==> config.mk <==
export PLATFORM = sky130hd
export DESIGN_NAME = fcs_flash_ctrl
export DESIGN_NICKNAME = d
export VERILOG_FILES = /design/src/pkg/fcs_pkg.sv /design/src/pkg/fcs_bus_if.sv /design/src/hdl/fcs_bus_cycle.sv /design/src/hdl/fcs_flash_ctrl.sv
export SDC_FILE = /design/constraint.sdc
export NUM_CORES = 1
export LEC_CHECK = 0
export BUFFER_PORTS_ARGS = -buffer_cell sky130_fd_sc_hd__buf_4
export CAP_MARGIN = 20
export CORE_UTILIZATION = 51
export DETAILED_ROUTE_END_ITERATION = 6
export PLACE_DENSITY_LB_ADDON = 0.25
export SYNTH_ARGS = -nofsm -noshare
export SYNTH_HDL_FRONTEND = slang
export SYNTH_SLANG_ARGS = --single-unit
==> constraint.sdc <==
create_clock -name core_clk_i -period 4.6 [get_ports core_clk_i]
set_input_delay 0.69 -clock core_clk_i [delete_from_list [all_inputs] [get_ports core_clk_i]]
set_output_delay 0.69 -clock core_clk_i [all_outputs]
set_load 0.01 [all_outputs]
==> src/pkg/fcs_pkg.sv <==
// constants and types of the flash command controller
// assumes a 40 MHz core clock and an 8-bit parallel flash bus
`default_nettype none
package fcs_pkg;
  // ==========================================================
  // bus geometry
  localparam int ADDR_W = 20;
  localparam int DATA_W = 8;
  typedef logic [ADDR_W-1:0] fcs_addr_t;
  typedef logic [DATA_W-1:0] fcs_byte_t;
  localparam int POLL_BIT   = 7;
  localparam int LIMIT_BIT  = 5;
  // ==========================================================
  // command bytes
  localparam fcs_byte_t CMD_UNLOCK1  = 8'haa;
  localparam fcs_byte_t CMD_UNLOCK2  = 8'h55;
  localparam fcs_byte_t CMD_IDENT    = 8'h90;
  localparam fcs_byte_t CMD_PROGRAM  = 8'ha0;
  localparam fcs_byte_t CMD_BYPASS   = 8'h20;
  localparam fcs_byte_t CMD_ERASE    = 8'h80;
  localparam fcs_byte_t CMD_CHIP     = 8'h10;
  localparam fcs_byte_t CMD_SECTOR   = 8'h30;
  localparam fcs_byte_t CMD_SUSPEND  = 8'hb0;
  localparam fcs_byte_t CMD_RESUME   = 8'h30;
  localparam fcs_byte_t CMD_RESET    = 8'hf0;
  localparam fcs_byte_t CMD_BYP_EXIT = 8'h00;
  // ==========================================================
  // sequence step indices
  localparam logic [2:0] STEP_1 = 3'h0;
  localparam logic [2:0] STEP_2 = 3'h1;
  localparam logic [2:0] STEP_3 = 3'h2;
  localparam logic [2:0] STEP_4 = 3'h3;
  localparam logic [2:0] STEP_5 = 3'h4;
  localparam logic [2:0] STEP_6 = 3'h5;
  // ==========================================================
  // bus cycle timing
  localparam int CLK_MHZ   = 40;
  localparam int T_SU_NS   = 25;
  localparam int T_WR_NS   = 50;
  localparam int T_HD_NS   = 25;
  localparam int CNT_W     = 4;
  localparam int SU_CYC    = (T_SU_NS * CLK_MHZ + 999) / 1000;
  localparam int WR_CYC    = (T_WR_NS * CLK_MHZ + 999) / 1000;
  localparam int HD_CYC    = (T_HD_NS * CLK_MHZ + 999) / 1000;
  localparam logic [CNT_W-1:0] SU_LOAD = CNT_W'(SU_CYC - 1);
  localparam logic [CNT_W-1:0] WR_LOAD = CNT_W'(WR_CYC - 1);
  localparam logic [CNT_W-1:0] HD_LOAD = CNT_W'(HD_CYC - 1);
  localparam int POLL_W = 24;
  // ==========================================================
  // user operations
  typedef enum logic [3:0] {
    OP_READ = 4'h0, OP_RESET = 4'h1, OP_ID = 4'h2, OP_PROG = 4'h3,
    OP_BYP_EN = 4'h4, OP_BYP_PROG = 4'h5, OP_BYP_EXIT = 4'h6,
    OP_CHIP = 4'h7, OP_SECT = 4'h8, OP_SUSP = 4'h9, OP_RES = 4'ha
  } fcs_op_t;
endpackage
`default_nettype wire

==> src/pkg/fcs_bus_if.sv <==
// request/answer link between the sequencer and the bus cycle engine
// assumes one request outstanding at a time
`timescale 1ns/1ps
`default_nettype none
interface fcs_bus_if;
  import fcs_pkg::*;
  logic      req;
  logic      wr;
  fcs_addr_t addr;
  fcs_byte_t wdata;
  fcs_byte_t rdata;
  logic      done;
  modport ctrl (output req, wr, addr, wdata, input rdata, done);
  modport eng  (input req, wr, addr, wdata, output rdata, done);
endinterface
`default_nettype wire

==> src/hdl/fcs_bus_cycle.sv <==
// one flash bus cycle per request: setup, strobe, hold
// assumes requests only arrive while the engine is idle
`timescale 1ns/1ps
`default_nettype none
module fcs_bus_cycle import fcs_pkg::*; (
  input  wire logic       core_clk_i,
  input  wire logic       reset_i,
  fcs_bus_if.eng          bus,
  input  wire fcs_byte_t  flash_dq_i,
  output fcs_addr_t       flash_addr_o,
  output fcs_byte_t       flash_dq_o,
  output logic            flash_dq_oe_o,
  output logic            flash_ce_n_o,
  output logic            flash_we_n_o,
  output logic            flash_oe_n_o
);
  // ==========================================================
  // state
  typedef enum logic [1:0] {
    E_IDLE = 2'b00, E_SETUP = 2'b01, E_STROBE = 2'b10, E_HOLD = 2'b11
  } fcs_eng_st_t;
  typedef struct packed {
    fcs_eng_st_t      st;
    logic [CNT_W-1:0] cnt;
    logic             wr;
    fcs_addr_t        addr;
    fcs_byte_t        wdata;
    fcs_byte_t        rdata;
    logic             ce_n;
    logic             we_n;
    logic             oe_n;
    logic             dq_oe;
    logic             done;
  } fcs_eng_t;
  localparam fcs_eng_t ENG_RST = '{st: E_IDLE, ce_n: 1'b1, we_n: 1'b1,
                                   oe_n: 1'b1, default: '0};
  fcs_eng_t q, d;

  always_comb begin
    d = q;
    d.done = 1'b0;
    case (q.st)
      E_IDLE: if (bus.req) begin
        d.st    = E_SETUP;
        d.wr    = bus.wr;
        d.addr  = bus.addr;
        d.wdata = bus.wdata;
        d.ce_n  = 1'b0;
        d.dq_oe = bus.wr;
        d.cnt   = SU_LOAD;
      end
      E_SETUP: if (q.cnt == '0) begin
        d.st   = E_STROBE;
        d.we_n = !q.wr;
        d.oe_n = q.wr;
        d.cnt  = WR_LOAD;
      end else begin
        d.cnt = q.cnt - 4'h1;
      end
      E_STROBE: if (q.cnt == '0) begin
        d.st   = E_HOLD;
        d.we_n = 1'b1;
        d.oe_n = 1'b1;
        d.cnt  = HD_LOAD;
        if (!q.wr) begin
          d.rdata = flash_dq_i;
        end
      end else begin
        d.cnt = q.cnt - 4'h1;
      end
      E_HOLD: if (q.cnt == '0) begin
        // address and data held past the strobe edges
        d.st    = E_IDLE;
        d.ce_n  = 1'b1;
        d.dq_oe = 1'b0;
        d.done  = 1'b1;
      end else begin
        d.cnt = q.cnt - 4'h1;
      end
      default: d = ENG_RST;
    endcase
  end

  always_ff @(posedge core_clk_i) begin
    if (reset_i) begin
      q <= ENG_RST;
    end else begin
      q <= d;
    end
  end

  assign bus.rdata     = q.rdata;
  assign bus.done      = q.done;
  assign flash_addr_o  = q.addr;
  assign flash_dq_o    = q.wdata;
  assign flash_dq_oe_o = q.dq_oe;
  assign flash_ce_n_o  = q.ce_n;
  assign flash_we_n_o  = q.we_n;
  assign flash_oe_n_o  = q.oe_n;

  // ==========================================================
  // checks
  property p_addr_stable;
    @(posedge core_clk_i) disable iff (reset_i)
      (!flash_we_n_o ##1 !flash_we_n_o) |-> $stable(flash_addr_o) && !flash_ce_n_o;
  endproperty
  a_addr_stable: assert property (p_addr_stable) else $error("address moved in write strobe");
  property p_data_hold;
    @(posedge core_clk_i) disable iff (reset_i)
      $rose(flash_we_n_o) |-> flash_dq_oe_o && $stable(flash_dq_o) && !flash_ce_n_o;
  endproperty
  a_data_hold: assert property (p_data_hold) else $error("write data not held at strobe rise");
  property p_no_clash;
    @(posedge core_clk_i) disable iff (reset_i)
      !flash_oe_n_o |-> flash_we_n_o && !flash_dq_oe_o;
  endproperty
  a_no_clash: assert property (p_no_clash) else $error("read and write strobes overlap");
endmodule
`default_nettype wire

==> src/hdl/fcs_flash_ctrl.sv <==
// host side controller for a parallel nor flash: command sequences and status polling
// assumes the flash pins are wired straight to the device, dq resolved outside
`timescale 1ns/1ps
`default_nettype none
// Summary of operation
// - one f0 write returns to array reads; sent after identification and on failure.
// - identification is aa, 55, 90 then one read at the chosen offset.
// - program is aa, 55, a0, then address and data write.
// - aa, 55, 20 enters bypass; only then a0 plus data programs.
// - bypass is left by writing 90 then 00.
// - erase is aa 55 80 aa 55, then 10 chip or 30 at sector.
// - plain reads need no commands; all other sequence cycles are writes, except the final identification read.
// - during programming polling bit reads inverted until done.
// - after polling bit turns true, data taken from the next read.
// - polling bit is reread after timing-limit flag is seen high.
module fcs_flash_ctrl import fcs_pkg::*; #(
  parameter logic [POLL_W-1:0] POLL_LIMIT = 24'hffffff
) (
  input  wire logic      core_clk_i,
  input  wire logic      reset_i,
  input  wire logic      cmd_valid_i,
  input  wire fcs_op_t   cmd_op_i,
  input  wire fcs_addr_t cmd_addr_i,
  input  wire fcs_byte_t cmd_data_i,
  input  wire logic      cmd_wait_i,
  output logic           cmd_ready_o,
  output logic           done_o,
  output logic           fail_o,
  output logic           refused_o,
  output fcs_byte_t      rdata_o,
  output logic           bypass_o,
  output logic           suspended_o,
  output logic           busy_o,
  input  wire fcs_byte_t flash_dq_i,
  output fcs_addr_t      flash_addr_o,
  output fcs_byte_t      flash_dq_o,
  output logic           flash_dq_oe_o,
  output logic           flash_ce_n_o,
  output logic           flash_we_n_o,
  output logic           flash_oe_n_o,
  input  wire logic      ready_busy_n_i
);
  // ==========================================================
  // state
  typedef enum logic [3:0] {
    S_IDLE = 4'b0000, S_SEQ = 4'b0001, S_SEQ_W = 4'b0010, S_POLL = 4'b0011,
    S_POLL_W = 4'b0100, S_FINAL = 4'b0101, S_FINAL_W = 4'b0110,
    S_RST = 4'b0111, S_RST_W = 4'b1000
  } fcs_st_t;
  typedef struct packed {
    fcs_st_t           st;
    fcs_op_t           op;
    fcs_addr_t         addr;
    fcs_byte_t         data;
    logic [2:0]        step;
    logic              wt;
    logic              bypass;
    logic              erasing;
    logic              seen_busy;
    logic              susp;
    logic              rechk;
    logic [POLL_W-1:0] poll_cnt;
    logic              req;
    logic              wr;
    fcs_addr_t         baddr;
    fcs_byte_t         bwdata;
    logic              ready;
    logic              done;
    logic              fail;
    logic              refused;
    fcs_byte_t         rdata;
    logic              busy;
  } fcs_ctl_t;
  localparam fcs_ctl_t CTL_RST = '{st: S_IDLE, op: OP_READ, ready: 1'b1, default: '0};
  fcs_ctl_t  q, d;
  fcs_bus_if bus ();

  // ==========================================================
  // sequence tables
  function automatic logic [2:0] seq_last(input fcs_op_t op);
    case (op)
      OP_ID, OP_PROG:       seq_last = STEP_4;
      OP_BYP_EN:            seq_last = STEP_3;
      OP_BYP_PROG:          seq_last = STEP_2;
      OP_BYP_EXIT:          seq_last = STEP_2;
      OP_CHIP, OP_SECT:     seq_last = STEP_6;
      default:              seq_last = STEP_1;
    endcase
  endfunction

  function automatic fcs_byte_t seq_byte(input fcs_op_t op, input logic [2:0] step,
                                         input fcs_byte_t data);
    seq_byte = '0;
    case (op)
      OP_RESET:    seq_byte = CMD_RESET;
      OP_SUSP:     seq_byte = CMD_SUSPEND;
      OP_RES:      seq_byte = CMD_RESUME;
      OP_BYP_PROG: seq_byte = (step == STEP_1) ? CMD_PROGRAM : data;
      OP_BYP_EXIT: seq_byte = (step == STEP_1) ? CMD_IDENT : CMD_BYP_EXIT;
      OP_READ:     seq_byte = '0;
      default: begin
        case (step)
          STEP_1: seq_byte = CMD_UNLOCK1;
          STEP_2: seq_byte = CMD_UNLOCK2;
          STEP_3: begin
            case (op)
              OP_ID:     seq_byte = CMD_IDENT;
              OP_PROG:   seq_byte = CMD_PROGRAM;
              OP_BYP_EN: seq_byte = CMD_BYPASS;
              default:   seq_byte = CMD_ERASE;
            endcase
          end
          STEP_4: seq_byte = (op == OP_PROG) ? data : CMD_UNLOCK1;
          STEP_5: seq_byte = CMD_UNLOCK2;
          default: seq_byte = (op == OP_CHIP) ? CMD_CHIP : CMD_SECTOR;
        endcase
      end
    endcase
  endfunction

  function automatic fcs_addr_t step_addr(input fcs_op_t op, input logic [2:0] step,
                                          input fcs_addr_t addr);
    logic uses;
    uses = (op == OP_READ) || (op == OP_ID) || (op == OP_PROG) ||
           (op == OP_BYP_PROG) || (op == OP_SECT);
    step_addr = (uses && step == seq_last(op)) ? addr : '0;
  endfunction

  function automatic logic step_rd(input fcs_op_t op, input logic [2:0] step);
    step_rd = (op == OP_READ) || (op == OP_ID && step == STEP_4);
  endfunction

  function automatic logic poll_exp(input fcs_op_t op, input fcs_byte_t data);
    // erase completes to one, program to the written bit
    if (op == OP_CHIP || op == OP_SECT) begin
      poll_exp = 1'b1;
    end else begin
      poll_exp = data[POLL_BIT];
    end
  endfunction

  function automatic logic op_legal(input fcs_op_t op, input logic byp,
                                    input logic ers, input logic sus);
    if (byp) begin
      op_legal = (op == OP_BYP_PROG) || (op == OP_BYP_EXIT);
    end else begin
      case (op)
        OP_BYP_PROG, OP_BYP_EXIT: op_legal = 1'b0;
        OP_SUSP:  op_legal = ers && !sus;
        OP_RES:   op_legal = sus;
        OP_CHIP, OP_SECT, OP_BYP_EN: op_legal = !ers;
        OP_PROG, OP_ID, OP_RESET:    op_legal = !ers || sus;
        OP_READ:  op_legal = 1'b1;
        default:  op_legal = 1'b0;
      endcase
    end
  endfunction

  // ==========================================================
  // sequencer
  always_comb begin
    logic fin;
    fin = 1'b0;
    d = q;
    d.req = 1'b0;
    d.done = 1'b0;
    d.refused = 1'b0;
    d.busy = !ready_busy_n_i;
    case (q.st)
      S_IDLE: begin
        if (q.erasing && !q.susp) begin
          if (!ready_busy_n_i) begin
            d.seen_busy = 1'b1;
          end else if (q.seen_busy) begin
            d.erasing = 1'b0;
          end
        end
        if (cmd_valid_i) begin
          if (op_legal(cmd_op_i, q.bypass, q.erasing, q.susp)) begin
            d.st       = S_SEQ;
            d.op       = cmd_op_i;
            d.addr     = cmd_addr_i;
            d.data     = cmd_data_i;
            d.wt       = cmd_wait_i || (cmd_op_i == OP_CHIP);
            d.step     = STEP_1;
            d.rechk    = 1'b0;
            d.fail     = 1'b0;
            d.poll_cnt = '0;
            d.ready    = 1'b0;
          end else begin
            d.refused = 1'b1;
          end
        end
      end
      S_SEQ: begin
        d.req    = 1'b1;
        d.wr     = !step_rd(q.op, q.step);
        d.baddr  = step_addr(q.op, q.step, q.addr);
        d.bwdata = seq_byte(q.op, q.step, q.data);
        d.st     = S_SEQ_W;
      end
      S_SEQ_W: if (bus.done) begin
        if (q.step != seq_last(q.op)) begin
          d.step = q.step + 3'h1;
          d.st   = S_SEQ;
        end else begin
          case (q.op)
            OP_READ: begin
              d.rdata = bus.rdata;
              fin = 1'b1;
            end
            OP_ID: begin
              d.rdata = bus.rdata;
              d.st = S_RST;
            end
            OP_PROG, OP_BYP_PROG, OP_CHIP, OP_SECT: begin
              if (q.op == OP_SECT) begin
                d.erasing   = 1'b1;
                d.seen_busy = 1'b0;
              end
              if (q.wt) begin
                d.st = S_POLL;
              end else begin
                fin = 1'b1;
              end
            end
            OP_BYP_EN: begin
              d.bypass = 1'b1;
              fin = 1'b1;
            end
            OP_BYP_EXIT: begin
              d.bypass = 1'b0;
              fin = 1'b1;
            end
            OP_SUSP: begin
              d.susp = 1'b1;
              fin = 1'b1;
            end
            OP_RES: begin
              d.susp      = 1'b0;
              d.seen_busy = 1'b0;
              fin = 1'b1;
            end
            default: fin = 1'b1;
          endcase
        end
      end
      S_POLL: begin
        // chip erase polls at the user address, which must be unprotected
        d.req      = 1'b1;
        d.wr       = 1'b0;
        d.baddr    = q.addr;
        d.poll_cnt = q.poll_cnt + 24'h1;
        d.st       = S_POLL_W;
      end
      S_POLL_W: if (bus.done) begin
        if (bus.rdata[POLL_BIT] == poll_exp(q.op, q.data)) begin
          d.st = S_FINAL;
        end else if (q.rechk || q.poll_cnt == POLL_LIMIT) begin
          // protected targets never reach true data; the limit ends them
          d.fail = 1'b1;
          d.st   = S_RST;
        end else begin
          d.rechk = bus.rdata[LIMIT_BIT];
          d.st    = S_POLL;
        end
      end
      S_FINAL: begin
        d.req   = 1'b1;
        d.wr    = 1'b0;
        d.baddr = q.addr;
        d.st    = S_FINAL_W;
      end
      S_FINAL_W: if (bus.done) begin
        d.rdata   = bus.rdata;
        d.erasing = q.erasing && (q.op != OP_SECT); // a program under suspend keeps the erase pending
        fin = 1'b1;
      end
      S_RST: begin
        d.req    = 1'b1;
        d.wr     = 1'b1;
        d.baddr  = '0;
        d.bwdata = CMD_RESET;
        d.st     = S_RST_W;
      end
      S_RST_W: if (bus.done) begin
        if (q.fail && q.op == OP_SECT) begin
          d.erasing = 1'b0;
        end
        fin = 1'b1;
      end
      default: d = CTL_RST;
    endcase
    if (fin) begin
      d.st    = S_IDLE;
      d.ready = 1'b1;
      d.done  = 1'b1;
    end
  end

  always_ff @(posedge core_clk_i) begin
    if (reset_i) begin
      q <= CTL_RST;
    end else begin
      q <= d;
    end
  end

  // ==========================================================
  // bus engine and outputs
  assign bus.req   = q.req;
  assign bus.wr    = q.wr;
  assign bus.addr  = q.baddr;
  assign bus.wdata = q.bwdata;

  fcs_bus_cycle u_cycle (
    .core_clk_i    (core_clk_i),
    .reset_i       (reset_i),
    .bus           (bus),
    .flash_dq_i    (flash_dq_i),
    .flash_addr_o  (flash_addr_o),
    .flash_dq_o    (flash_dq_o),
    .flash_dq_oe_o (flash_dq_oe_o),
    .flash_ce_n_o  (flash_ce_n_o),
    .flash_we_n_o  (flash_we_n_o),
    .flash_oe_n_o  (flash_oe_n_o)
  );

  assign cmd_ready_o = q.ready;
  assign done_o      = q.done;
  assign fail_o      = q.fail;
  assign refused_o   = q.refused;
  assign rdata_o     = q.rdata;
  assign bypass_o    = q.bypass;
  assign suspended_o = q.susp;
  assign busy_o      = q.busy;

  // ==========================================================
  // checks
  property p_id_reset;
    @(posedge core_clk_i) disable iff (reset_i)
      q.st == S_SEQ_W && q.op == OP_ID && bus.done && q.step == STEP_4
      |=> q.st == S_RST ##1 (q.req && q.bwdata == CMD_RESET);
  endproperty
  a_id_reset: assert property (p_id_reset) else $error("no reset after identification");
  property p_byp_refuse;
    @(posedge core_clk_i) disable iff (reset_i)
      cmd_valid_i && cmd_ready_o && cmd_op_i == OP_BYP_PROG && !bypass_o
      |=> refused_o && cmd_ready_o;
  endproperty
  a_byp_refuse: assert property (p_byp_refuse) else $error("bypass program outside bypass");
  property p_susp_refuse;
    @(posedge core_clk_i) disable iff (reset_i)
      cmd_valid_i && cmd_ready_o && cmd_op_i == OP_SUSP && !q.erasing |=> refused_o;
  endproperty
  a_susp_refuse: assert property (p_susp_refuse) else $error("suspend without sector erase");
  property p_res_refuse;
    @(posedge core_clk_i) disable iff (reset_i)
      cmd_valid_i && cmd_ready_o && cmd_op_i == OP_RES && !suspended_o |=> refused_o;
  endproperty
  a_res_refuse: assert property (p_res_refuse) else $error("resume while not suspended");
  property p_unlock_addr;
    @(posedge core_clk_i) disable iff (reset_i)
      q.req && q.wr && q.st == S_SEQ_W && q.step != seq_last(q.op) |-> q.baddr == '0;
  endproperty
  a_unlock_addr: assert property (p_unlock_addr) else $error("unlock cycle carries address");
  property p_next_read;
    @(posedge core_clk_i) disable iff (reset_i)
      q.st == S_POLL_W && bus.done && bus.rdata[POLL_BIT] == poll_exp(q.op, q.data)
      |=> q.st == S_FINAL ##1 (q.req && !q.wr);
  endproperty
  a_next_read: assert property (p_next_read) else $error("data taken before next read");
  property p_limit_recheck;
    @(posedge core_clk_i) disable iff (reset_i)
      q.st == S_POLL_W && bus.done && !q.rechk && q.poll_cnt != POLL_LIMIT
      && bus.rdata[LIMIT_BIT] && bus.rdata[POLL_BIT] != poll_exp(q.op, q.data)
      |=> q.st == S_POLL && !fail_o;
  endproperty
  a_limit_recheck: assert property (p_limit_recheck) else $error("failed without rereading");
  property p_chip_waits;
    @(posedge core_clk_i) disable iff (reset_i)
      q.st == S_SEQ_W && q.op == OP_CHIP && bus.done && q.step == STEP_6
      |=> q.st == S_POLL && !cmd_ready_o;
  endproperty
  a_chip_waits: assert property (p_chip_waits) else $error("chip erase not awaited");
endmodule
`default_nettype wire

* Word level (Yosys, flattened, before mapping)
Index checks and enable logic that the tools add are counted.
** Storage, ports and cells
- Flip-flop bits (word level) :: 160
- Logic and storage cells :: 286
- Bits of input ports :: 45
- Bits in writable memories :: 0
- Bits in latches :: 0
- Memories :: 0
- Output and inout bits :: 47
- Bits in read-only memories :: 0
** Cells by class
- Multipliers :: 0
- Shift operators :: 0
- Equal/unequal tests :: 70
- Div/mod/pow operators :: 0
- Bitwise operators :: 13
- Multiplexer cells :: 98
- Add/subtract/negate cells :: 3
- Reduce and logical (&&, ||, !) cells :: 69
- Magnitude comparators :: 0
** Operator list (number)
- $pmux 22 s4 :: 1
- $mux 40 :: 2
- $pmux 24 s3 :: 1
- $pmux 8 s3 :: 3
- $pmux 32 s2 :: 1
- $mux 8 :: 7
- $mux 25 :: 2
- $eq 4x3->1 const B :: 12
- $pmux 8 s6 :: 1
- $mux 4 :: 10
- $mux 35 :: 1
- $reduce_or 7->1 :: 5
- $ne 2x2->1 const B :: 16
- $pmux 4 s8 :: 1
- $pmux 8 s4 :: 1
- $mux 1 :: 30
- $eq 4x4->1 const B :: 7
- $add 24x1->24 const B :: 1
- $eq 24x24->1 const B :: 1
- $eq 4x2->1 const B :: 6
- $pmux 6 s4 :: 1
- $pmux 1 s2 :: 11
- $mux 20 :: 1
- $reduce_or 2->1 :: 10
- other kinds (45) :: 121

* Logic depth before layout (Yosys ltp)
Gate-level depths: netlist (run 1).
- Word-level depth :: 10
- Mapped depth :: 10
- Mapped depth without buffers :: 9

* Hierarchy
A second synthesis (run 1) with hierarchy kept.
** Unflattened totals
- Cells, all modules :: 968
- Area, all modules :: 7881.3 sq um
** By module, submodules not included
- fcs_flash_ctrl :: times used 1, area an instance 5654.2 sq um, cells an instance 705
- fcs_bus_cycle :: times used 1, area an instance 2227.1 sq um, cells an instance 263

* Worst setup path before layout (run 1)
OpenSTA, ideal clock, no wires.
- Path type :: input-to-reg
- From :: input cmd_op_i[1]
- To :: register q[100] (netlist bit)
- Arrival :: 2176 ps
- Setup time :: 60 ps
- Cell stages on the path :: 7
- Path slack :: 2365 ps
- Path buffers :: 1
- Data required time :: 4540 ps
- Cell sequence :: xor2_1 -> nor4_1 -> a41oi_1 -> a31oi_1 -> a21oi_1 -> clkbuf_1 -> a22o_1
** On the way
- Word-level cells in the longest chain between the ends :: 8
- Elaborated cells between the ends (all ways) :: 20
- Classes of those cells :: eq/ne (11); mux (4); reduce/logical (5)
** Ends and longest elaborated chain
- start, declared :: RTL line fcs_flash_ctrl.sv:22 : input wire fcs_op_t cmd_op_i,
- $eq 4x2->1 (tied with other cells) :: RTL line fcs_flash_ctrl.sv:147 : case (op)
- $reduce_or 3->1 :: RTL line fcs_flash_ctrl.sv:147
- $pmux 1 s5 :: RTL line fcs_flash_ctrl.sv:147
- $mux 1 (*) :: RTL line fcs_flash_ctrl.sv:144 : if (byp) begin
- $mux 1 (*) :: RTL line fcs_flash_ctrl.sv:178 : if (cmd_valid_i) begin
- $mux 1 (*) :: RTL line fcs_flash_ctrl.sv:169 : case (q.st)
- $ne 2x2->1 (no line) (*)
- $reduce_and 3->1 (no line) (*)
- end signal, assigned :: RTL line fcs_flash_ctrl.sv:303 : q <= CTL_RST;
- end signal, assigned :: RTL line fcs_flash_ctrl.sv:305 : q <= d;
- end, declared :: RTL line fcs_flash_ctrl.sv:75 : fcs_ctl_t q, d;
Every way passes the cells marked *; elsewhere a longest branch is shown, timed or not. The select of a mux whose other input is x is not followed.
A chain may end at the register's enable or synchronous reset.

* Worst setup path in the final report (run 1)
- From :: register q[107] (netlist bit)
- To :: register q (netlist bit rdata_o[4])
** On the way
- Word-level cells in the longest chain between the ends :: 8
- Elaborated cells between the ends (all ways) :: 19
- Classes of those cells :: eq/ne (10); mux (3); reduce/logical (6)
** Ends and longest elaborated chain
- $eq 4x3->1 (tied with other cells) :: RTL line fcs_flash_ctrl.sv:81 : case (op)
- $reduce_or 2->1, on equally long branches
- $pmux 3 s4 :: RTL line fcs_flash_ctrl.sv:81
- $mux 3 :: RTL line fcs_flash_ctrl.sv:202 : S_SEQ_W: if (bus.done) begin
- $mux 3 :: RTL line fcs_flash_ctrl.sv:169
- $ne 3x3->1 :: RTL line fcs_flash_ctrl.sv:203 : if (q.step != seq_last(q.op)) begin
- $ne 2x2->1 (no line)
- $reduce_and 5->1 (no line) (*)
Marks and branches as above.

==> impl_metrics.yaml, run 1 <==
run_status:
  status: "finished clean"
hold_path:
  hold_path_class: "primary input to register"
  hold_start: "ready_busy_n_i"
clock_network:
  cts_buffer_depth: 2
  cts.sinks: 160
  htreeDepth: 4
  cts_root_buf: "clkbuf_16"
  cts_setup_buffers: 0
  clk_pin_slew_worst_paths_ns: 0.07
  hold_buffers: 0
  numCtsBuffers: 17
  cts_resized: 0
  clk_latency_ns: 0.43
  cts_tree: "built"
synthesis:
  syn_inst: 902
  async_reset_ff_share_pct: 0
  syn-num-nets: 960
  synth-main-ff-cell: "dfxtp_1"
  ys_types: 73
  yosysSeqAreaShare_pct: 42.65
  synth_edf_count: 0
  synth_area_per_cell_sq_um: 8.327
  ys_warn_count: 0
  syn-cell-area_sq_um: 7511
  ys_seq_elements: 160
placed_design:
  numPortBuffers: 91
  placed_area_sq_um: 7981
  gp_congestion: 0.9647
  hpwl_um: 11970
setup_path:
  critPathCaptureType: "register"
  critPathSlowestCell: "dfxtp_1"
  crit_start: "q[107]"
  worstPathMaxFanout: 32
  worstReg2RegStart: "q[107]"
  critPathKind: "register to register"
  cp.arrival_ns: 3.44
  critPathMaxStageDelay_ns: 0.99
  path_buf_inv: 0
  worstSetupStartpointType: "register"
  required_ns: 4.97
  worstPathCellList: "nor4b_4, nand2_2, a32oi_4, o21a_1, a21oi_1, nor3_2, a22o_1"
  critPathTopFamily: "simple AND/OR/NAND/NOR gates"
sta:
  finalSetupViolCount: 0
  drv_slew: 0
  relSlewSlack_pct: 31.18
  tightest_slew_ns: 1.029
  hold_viol: 0
  fin_skew_ns: 0.007304
  fin_crit_sh_pct: 66.73
  rsz0062_at_grt: "no"
  setup_tns_ns: 0
  holdWs_ns: 0.4381
  fmax_ghz: 0.3258
  layout_min_cycle_time_ns: 3.070
floorplanning:
  coreArea_sq_um: 14100
  dieArea_sq_um: 15220
  initial_core_util_pct: 53.28
  die_h_um: 123.4
  dieWidth_um: 123.4
  rows: 43
  io_pins: 92
drt:
  dr.pass1.iters: 5
  drc: 0
  wl_um: 18210
  initialDrtViolationCount: 614
  vias: 6589
  avgViaCountPerCell: 5.857
  postRouteAntennaNets: 0
  wl_per_cell_um: 16.18
power_and_ir_drop:
  vdd_ir_drop_max_mv: 0.2743
  p_leak_nw: 3.287
  powerDensity_nw_per_um2: 412.3
final_layout:
  antenna_cells: 0
  fin_util_pct: 61.22
  drive_above_1_share_pct: 15.66
  syn_to_final_growth_pct: 14.89
  mostFrequentLayoutCells: "160 x dfxtp_1, 113 x nand2_1, 99 x nor2_1"
  fin_nets: 990
  fin_area_sq_um: 8630
  layout_commonest_cell: "dfxtp_1"
global_route:
  antenna_found_initial: 0
  grt_max_degree: 81
  grtUsageTotal_pct: 24.59
  grt-ovfl-total: 0
  grt_pass1_wl_um: 29120
  grt_pass1_vias: 5757
run:
  max_cap_violations: 0
-- layout make-up --
class | count | area, sq um
clock inverter | 14 | 146.4
clock buffer | 18 | 439.2
tap | 180 | 225.2
inverter | 15 | 56.30
timing repair buffer | 100 | 790.8
fill | 1222 | 5466
multi-input combinational | 638 | 3769
sequential | 160 | 3203
-- Yosys cell counts (all sizes together) (6+ instances only) --
cell type	n	area [sq um]
o21a	7	52.55
nand3	24	120.1
o21ai	48	244.0
a21boi	6	45.04
nor2	100	375.4
nand2b	16	100.1
a21oi	86	434.2
dfxtp	160	3203
a22o	41	359.1
nor2b	9	56.30
a211oi	8	60.06
a22oi	22	165.2
ha	13	162.7
and3	6	37.54
buf	47	340.3
or3	13	81.33
and2	8	50.05
a31oi	8	56.30
inv	15	56.30
a311oi	7	61.31
mux2i	10	100.1
clkbuf	42	157.7
nand2	114	430.4
nor3	17	90.09
-- metal layers --
layer	vias up	track usage, %	routed length (um)
li1	3243	-	-
met1	3108	35.29	8662
met2	209	36.24	8051
met3	29	5.535	1178
met4	0	7.907	316
met5	-	0	0
-- kinds of logic after synthesis --
kind of cell / count (synthesis) / share of synthesized area [%]
flip-flops: 160 / 42.65
adder cells (fa/ha/maj): 14 / 2.299
buffers and inverters: 104 / 7.379
XOR/XNOR: 7 / 0.8163
multiplexers: 11 / 1.483
AO/OA/AOI/OAI: 272 / 24.45
AND/OR/NAND/NOR: 334 / 20.92
-- flip-flops by register name (all words and copies together), names as in the netlist, 7 cells and up --
name	count
bus.addr	20
bus.wdata	8
q	67
rdata_o	8
u_cycle.bus.rdata	8
u_cycle.flash_addr_o	20
u_cycle.flash_dq_o	8
u_cycle.q	7
-- metrics by stage --
step / power (mW) / worst slack (ns) / instances
final: 3.558 / 1.530 / 1125
after global routing: 3.730 / 1.291 / 1125
after CTS: 3.555 / 1.629 / 1122
after detailed placement: 2.161 / 1.522 / 1090
after global placement: 2.153 / 1.613 / 1090
after floorplan: 1.992 / 2.365 / 902
-- path summary, 6_finish.rpt --
kind	depth (start not counted)	slack, ns	to
max	7	1.53	rdata_o[4]
min	2	0.44	busy_o
max reg2reg	7	1.53	rdata_o[4]
min reg2reg	2	0.45	u_cycle.flash_dq_o[6]
-- where the power goes --
part | leakage [nW] | internal, mW | switching (mW)
combinational | 1.71 | 0.247 | 0.378
clock | 0.282 | 0.777 | 0.616
sequential | 1.29 | 1.46 | 0.0813
Note: power is estimated with default switching activity, not from simulation.
==> run 2: changes to the inputs <==
--- a/config.mk
+++ b/config.mk
@@ -5,6 +5,7 @@
 export SDC_FILE = /design/constraint.sdc
 export NUM_CORES = 1
 export LEC_CHECK = 0
+export ABC_AREA = 1
 export BUFFER_PORTS_ARGS = -buffer_cell sky130_fd_sc_hd__buf_4
 export CAP_MARGIN = 20
 export CORE_UTILIZATION = 51
==> constraint.sdc (replaced) <==
create_clock -name core_clk_i -period 2.6 [get_ports core_clk_i]
set_input_delay 0.39 -clock core_clk_i [delete_from_list [all_inputs] [get_ports core_clk_i]]
set_output_delay 0.39 -clock core_clk_i [all_outputs]
set_load 0.01 [all_outputs]
==> impl_metrics.yaml, run 2 <==
run_status:
  status: "finished clean"
synthesis:
  synth_simple_gate_area_share_pct: 32.32
  synth-main-ff-cell: "dfxtp_1"
  ys_types: 34
  ys_warn_count: 0
  synth_fa_ha_area_share_pct: 2.082
  syn-num-nets: 1212
  synth_top_family_by_area: "simple AND/OR/NAND/NOR gates"
  synth_top_area_share_pct: 41.00
  yosysSeqAreaShare_pct: 41.00
  async_reset_ff_share_pct: 0
  syn_inst: 1154
  syn-cell-area_sq_um: 7812
  synth_compound_area_share_pct: 13.39
  netlist_top_cells_count: "272 x nand2_1, 167 x nor2_1, 160 x dfxtp_1"
  synth_area_per_cell_sq_um: 6.770
  synth-xor-area-share_pct: 0.7848
  post-synth-top-count-cell: "nand2_1"
  synth_edf_count: 0
  ys_seq_elements: 160
  synth_top_cell_by_area: "dfxtp_1"
  synthMuxAreaShare_pct: 0
  netlist_top_cells_area: "dfxtp_1 41%, nand2_1 13%, nor2_1 8.0%, a21oi_1 7.3%, nand3_1 6.3%"
final_layout:
  layout_commonest_cell: "nand2_1"
  largest_register: "q"
  multi_input_comb_area_sq_um: 3795
  mostFrequentLayoutCells: "272 x nand2_1, 167 x nor2_1, 160 x dfxtp_1"
  fin_util_pct: 60.74
  largest_reg_flops: 67
  antenna_cells: 0
  syn_to_final_growth_pct: 14.72
  drive_above_1_share_pct: 13.97
  fin_nets: 1262
  regArea_sq_um: 3203
  fill_cells: 1437
global_route:
  grt_pass1_vias: 6833
  grt_pass1_wl_um: 33350
  grtUsageTotal_pct: 26.27
  grt-ovfl-total: 0
  antenna_found_initial: 0
  grt_max_degree: 99
clock_network:
  hold_buffers: 0
  cts_tree: "built"
  cts_resized: 0
  cts.sinks: 160
  cts_buffer_depth: 2
  clk_latency_ns: 0.44
  cts_root_buf: "clkbuf_16"
  cts_setup_buffers: 0
  htreeDepth: 4
  numCtsBuffers: 17
  clk_pin_slew_worst_paths_ns: 0.07
power_and_ir_drop:
  powerDensity_nw_per_um2: 762.2
  p_leak_nw: 3.690
  vdd_ir_drop_max_mv: 0.5375
sta:
  hold_viol: 0
  relSlewSlack_pct: 29.37
  fin_crit_sh_pct: 87.54
  setup_tns_ns: 0
  fin_skew_ns: 0.01171
  fmax_ghz: 0.4394
  finalSetupViolCount: 0
  rsz0062_at_grt: "no"
  holdWs_ns: 0.1353
  tightest_slew_ns: 1.059
  layout_min_cycle_time_ns: 2.276
  drv_slew: 0
floorplanning:
  dieWidth_um: 125.8
  dieArea_sq_um: 15820
  coreArea_sq_um: 14750
  rows: 44
  die_h_um: 125.8
  initial_core_util_pct: 52.95
  io_pins: 92
drt:
  wl_per_cell_um: 14.36
  wl_um: 20120
  dr.pass1.iters: 6
  drc: 0
  vias: 7473
  avgViaCountPerCell: 5.334
  postRouteAntennaNets: 0
  initialDrtViolationCount: 607
setup_path:
  critPathMaxStageDelay_ns: 0.48
  required_ns: 2.96
  worstSetupStartpointType: "register"
  worstReg2RegStart: "q[108]"
  ff2ff_path_depth: 10
  rrSetupSlack_ns: 0.32
  worstPathCellList: "nor2_1, inv_2, nor2_2, nand2_1, nand2_1, nor2_1, nand3_1, inv_2, nand3_1, a21oi_1"
  critPathKind: "register to register"
  reg2reg_to: "q[81]"
  critPathCaptureType: "register"
  critPathSlowestCell: "dfxtp_1"
  worstPathMaxFanout: 32
  cp.arrival_ns: 2.63
placed_design:
  gp_congestion: 0.9246
  numPortBuffers: 91
  hpwl_um: 13960
hold_path:
  min_to: "busy_o"
  worstHoldPathCells: 2
  hold_path_class: "primary input to register"
  hold_start: "ready_busy_n_i"
run:
  max_cap_violations: 0
-- run 2: changes by cell type after synthesis, sizes merged, moves of 14 or more --
cell / change
o21ai: +22
nand2: +160
nor2: +76
a22oi: -22
nand4: +20
nand3: +75
a21oi: +28
nand2b: -16
clkbuf: -14
a22o: -41
inv: +80
-- run 2: kinds of logic after synthesis --
| group | Yosys count |
|---|---|
| simple gates | 600 |
| compound gates | 201 |
| fa+ha+maj | 13 |
| flops | 160 |
| xor+xnor | 7 |
| buf+inv | 173 |
-- run 2: metrics by stage --
| step | area (sq um) | cells | setup slack [ns] | total power [mW] |
|---|---|---|---|---|
| CTS | 8962 | 1401 | 0.3533 | 6.838 |
| global placement | 8399 | 1369 | 0.3526 | 4.450 |
| global route | 8962 | 1401 | 0.1047 | 7.217 |
| detailed placement | 8399 | 1369 | 0.3150 | 4.472 |
| floorplan | 7812 | 1154 | 0.8574 | 4.018 |
| finish | 8962 | 1401 | 0.3240 | 6.831 |
-- run 2: area by class of cell --
cell class                      instances  area share [%]
Multi-Input combinational cell        821           42.34
Tap cell                              184           2.569
Inverter                               96           4.021
Sequential cell                       160           35.74
Clock inverter                         14           1.382
Timing Repair Buffer                  108           9.046
Clock buffer                           18           4.900
-- run 2: power breakdown --
group	internal (mW)	switching, mW
Clock	1.28	1.11
Combinational	0.540	1.03
Sequential	2.70	0.170
-- run 2: worst max-delay path by stage --
stage | start | end | slack (ns)
2_1_floorplan | q[110] | cmd_ready_o | 0.86
3_3_place_gp | cmd_op_i[1] | q[81] | 0.35
3_5_place_dp | cmd_op_i[1] | q[81] | 0.32
4_1_cts | q[108] | q[81] | 0.35
5_1_grt | q[108] | q[105] | 0.10
6_report | q[108] | q[81] | 0.32
-- run 2: routing by layer --
metal / track usage, % / wire length [um] / vias to the layer above
li1: - / - / 3832
met1: 34.99 / 9377 / 3378
met2: 43.46 / 9259 / 232
met3: 3.738 / 1130 / 31
met4: 9.568 / 352 / 0
met5: 0 / 0 / -
-- run 2: critical path: cells and delay by family, from the launching register on --
family	cells	cell delay [ns]
AO/OA/AOI/OAI	1	0.18
AND/OR/NAND/NOR	7	0.95
flip-flops	1	0.48
buffers and inverters	2	0.58
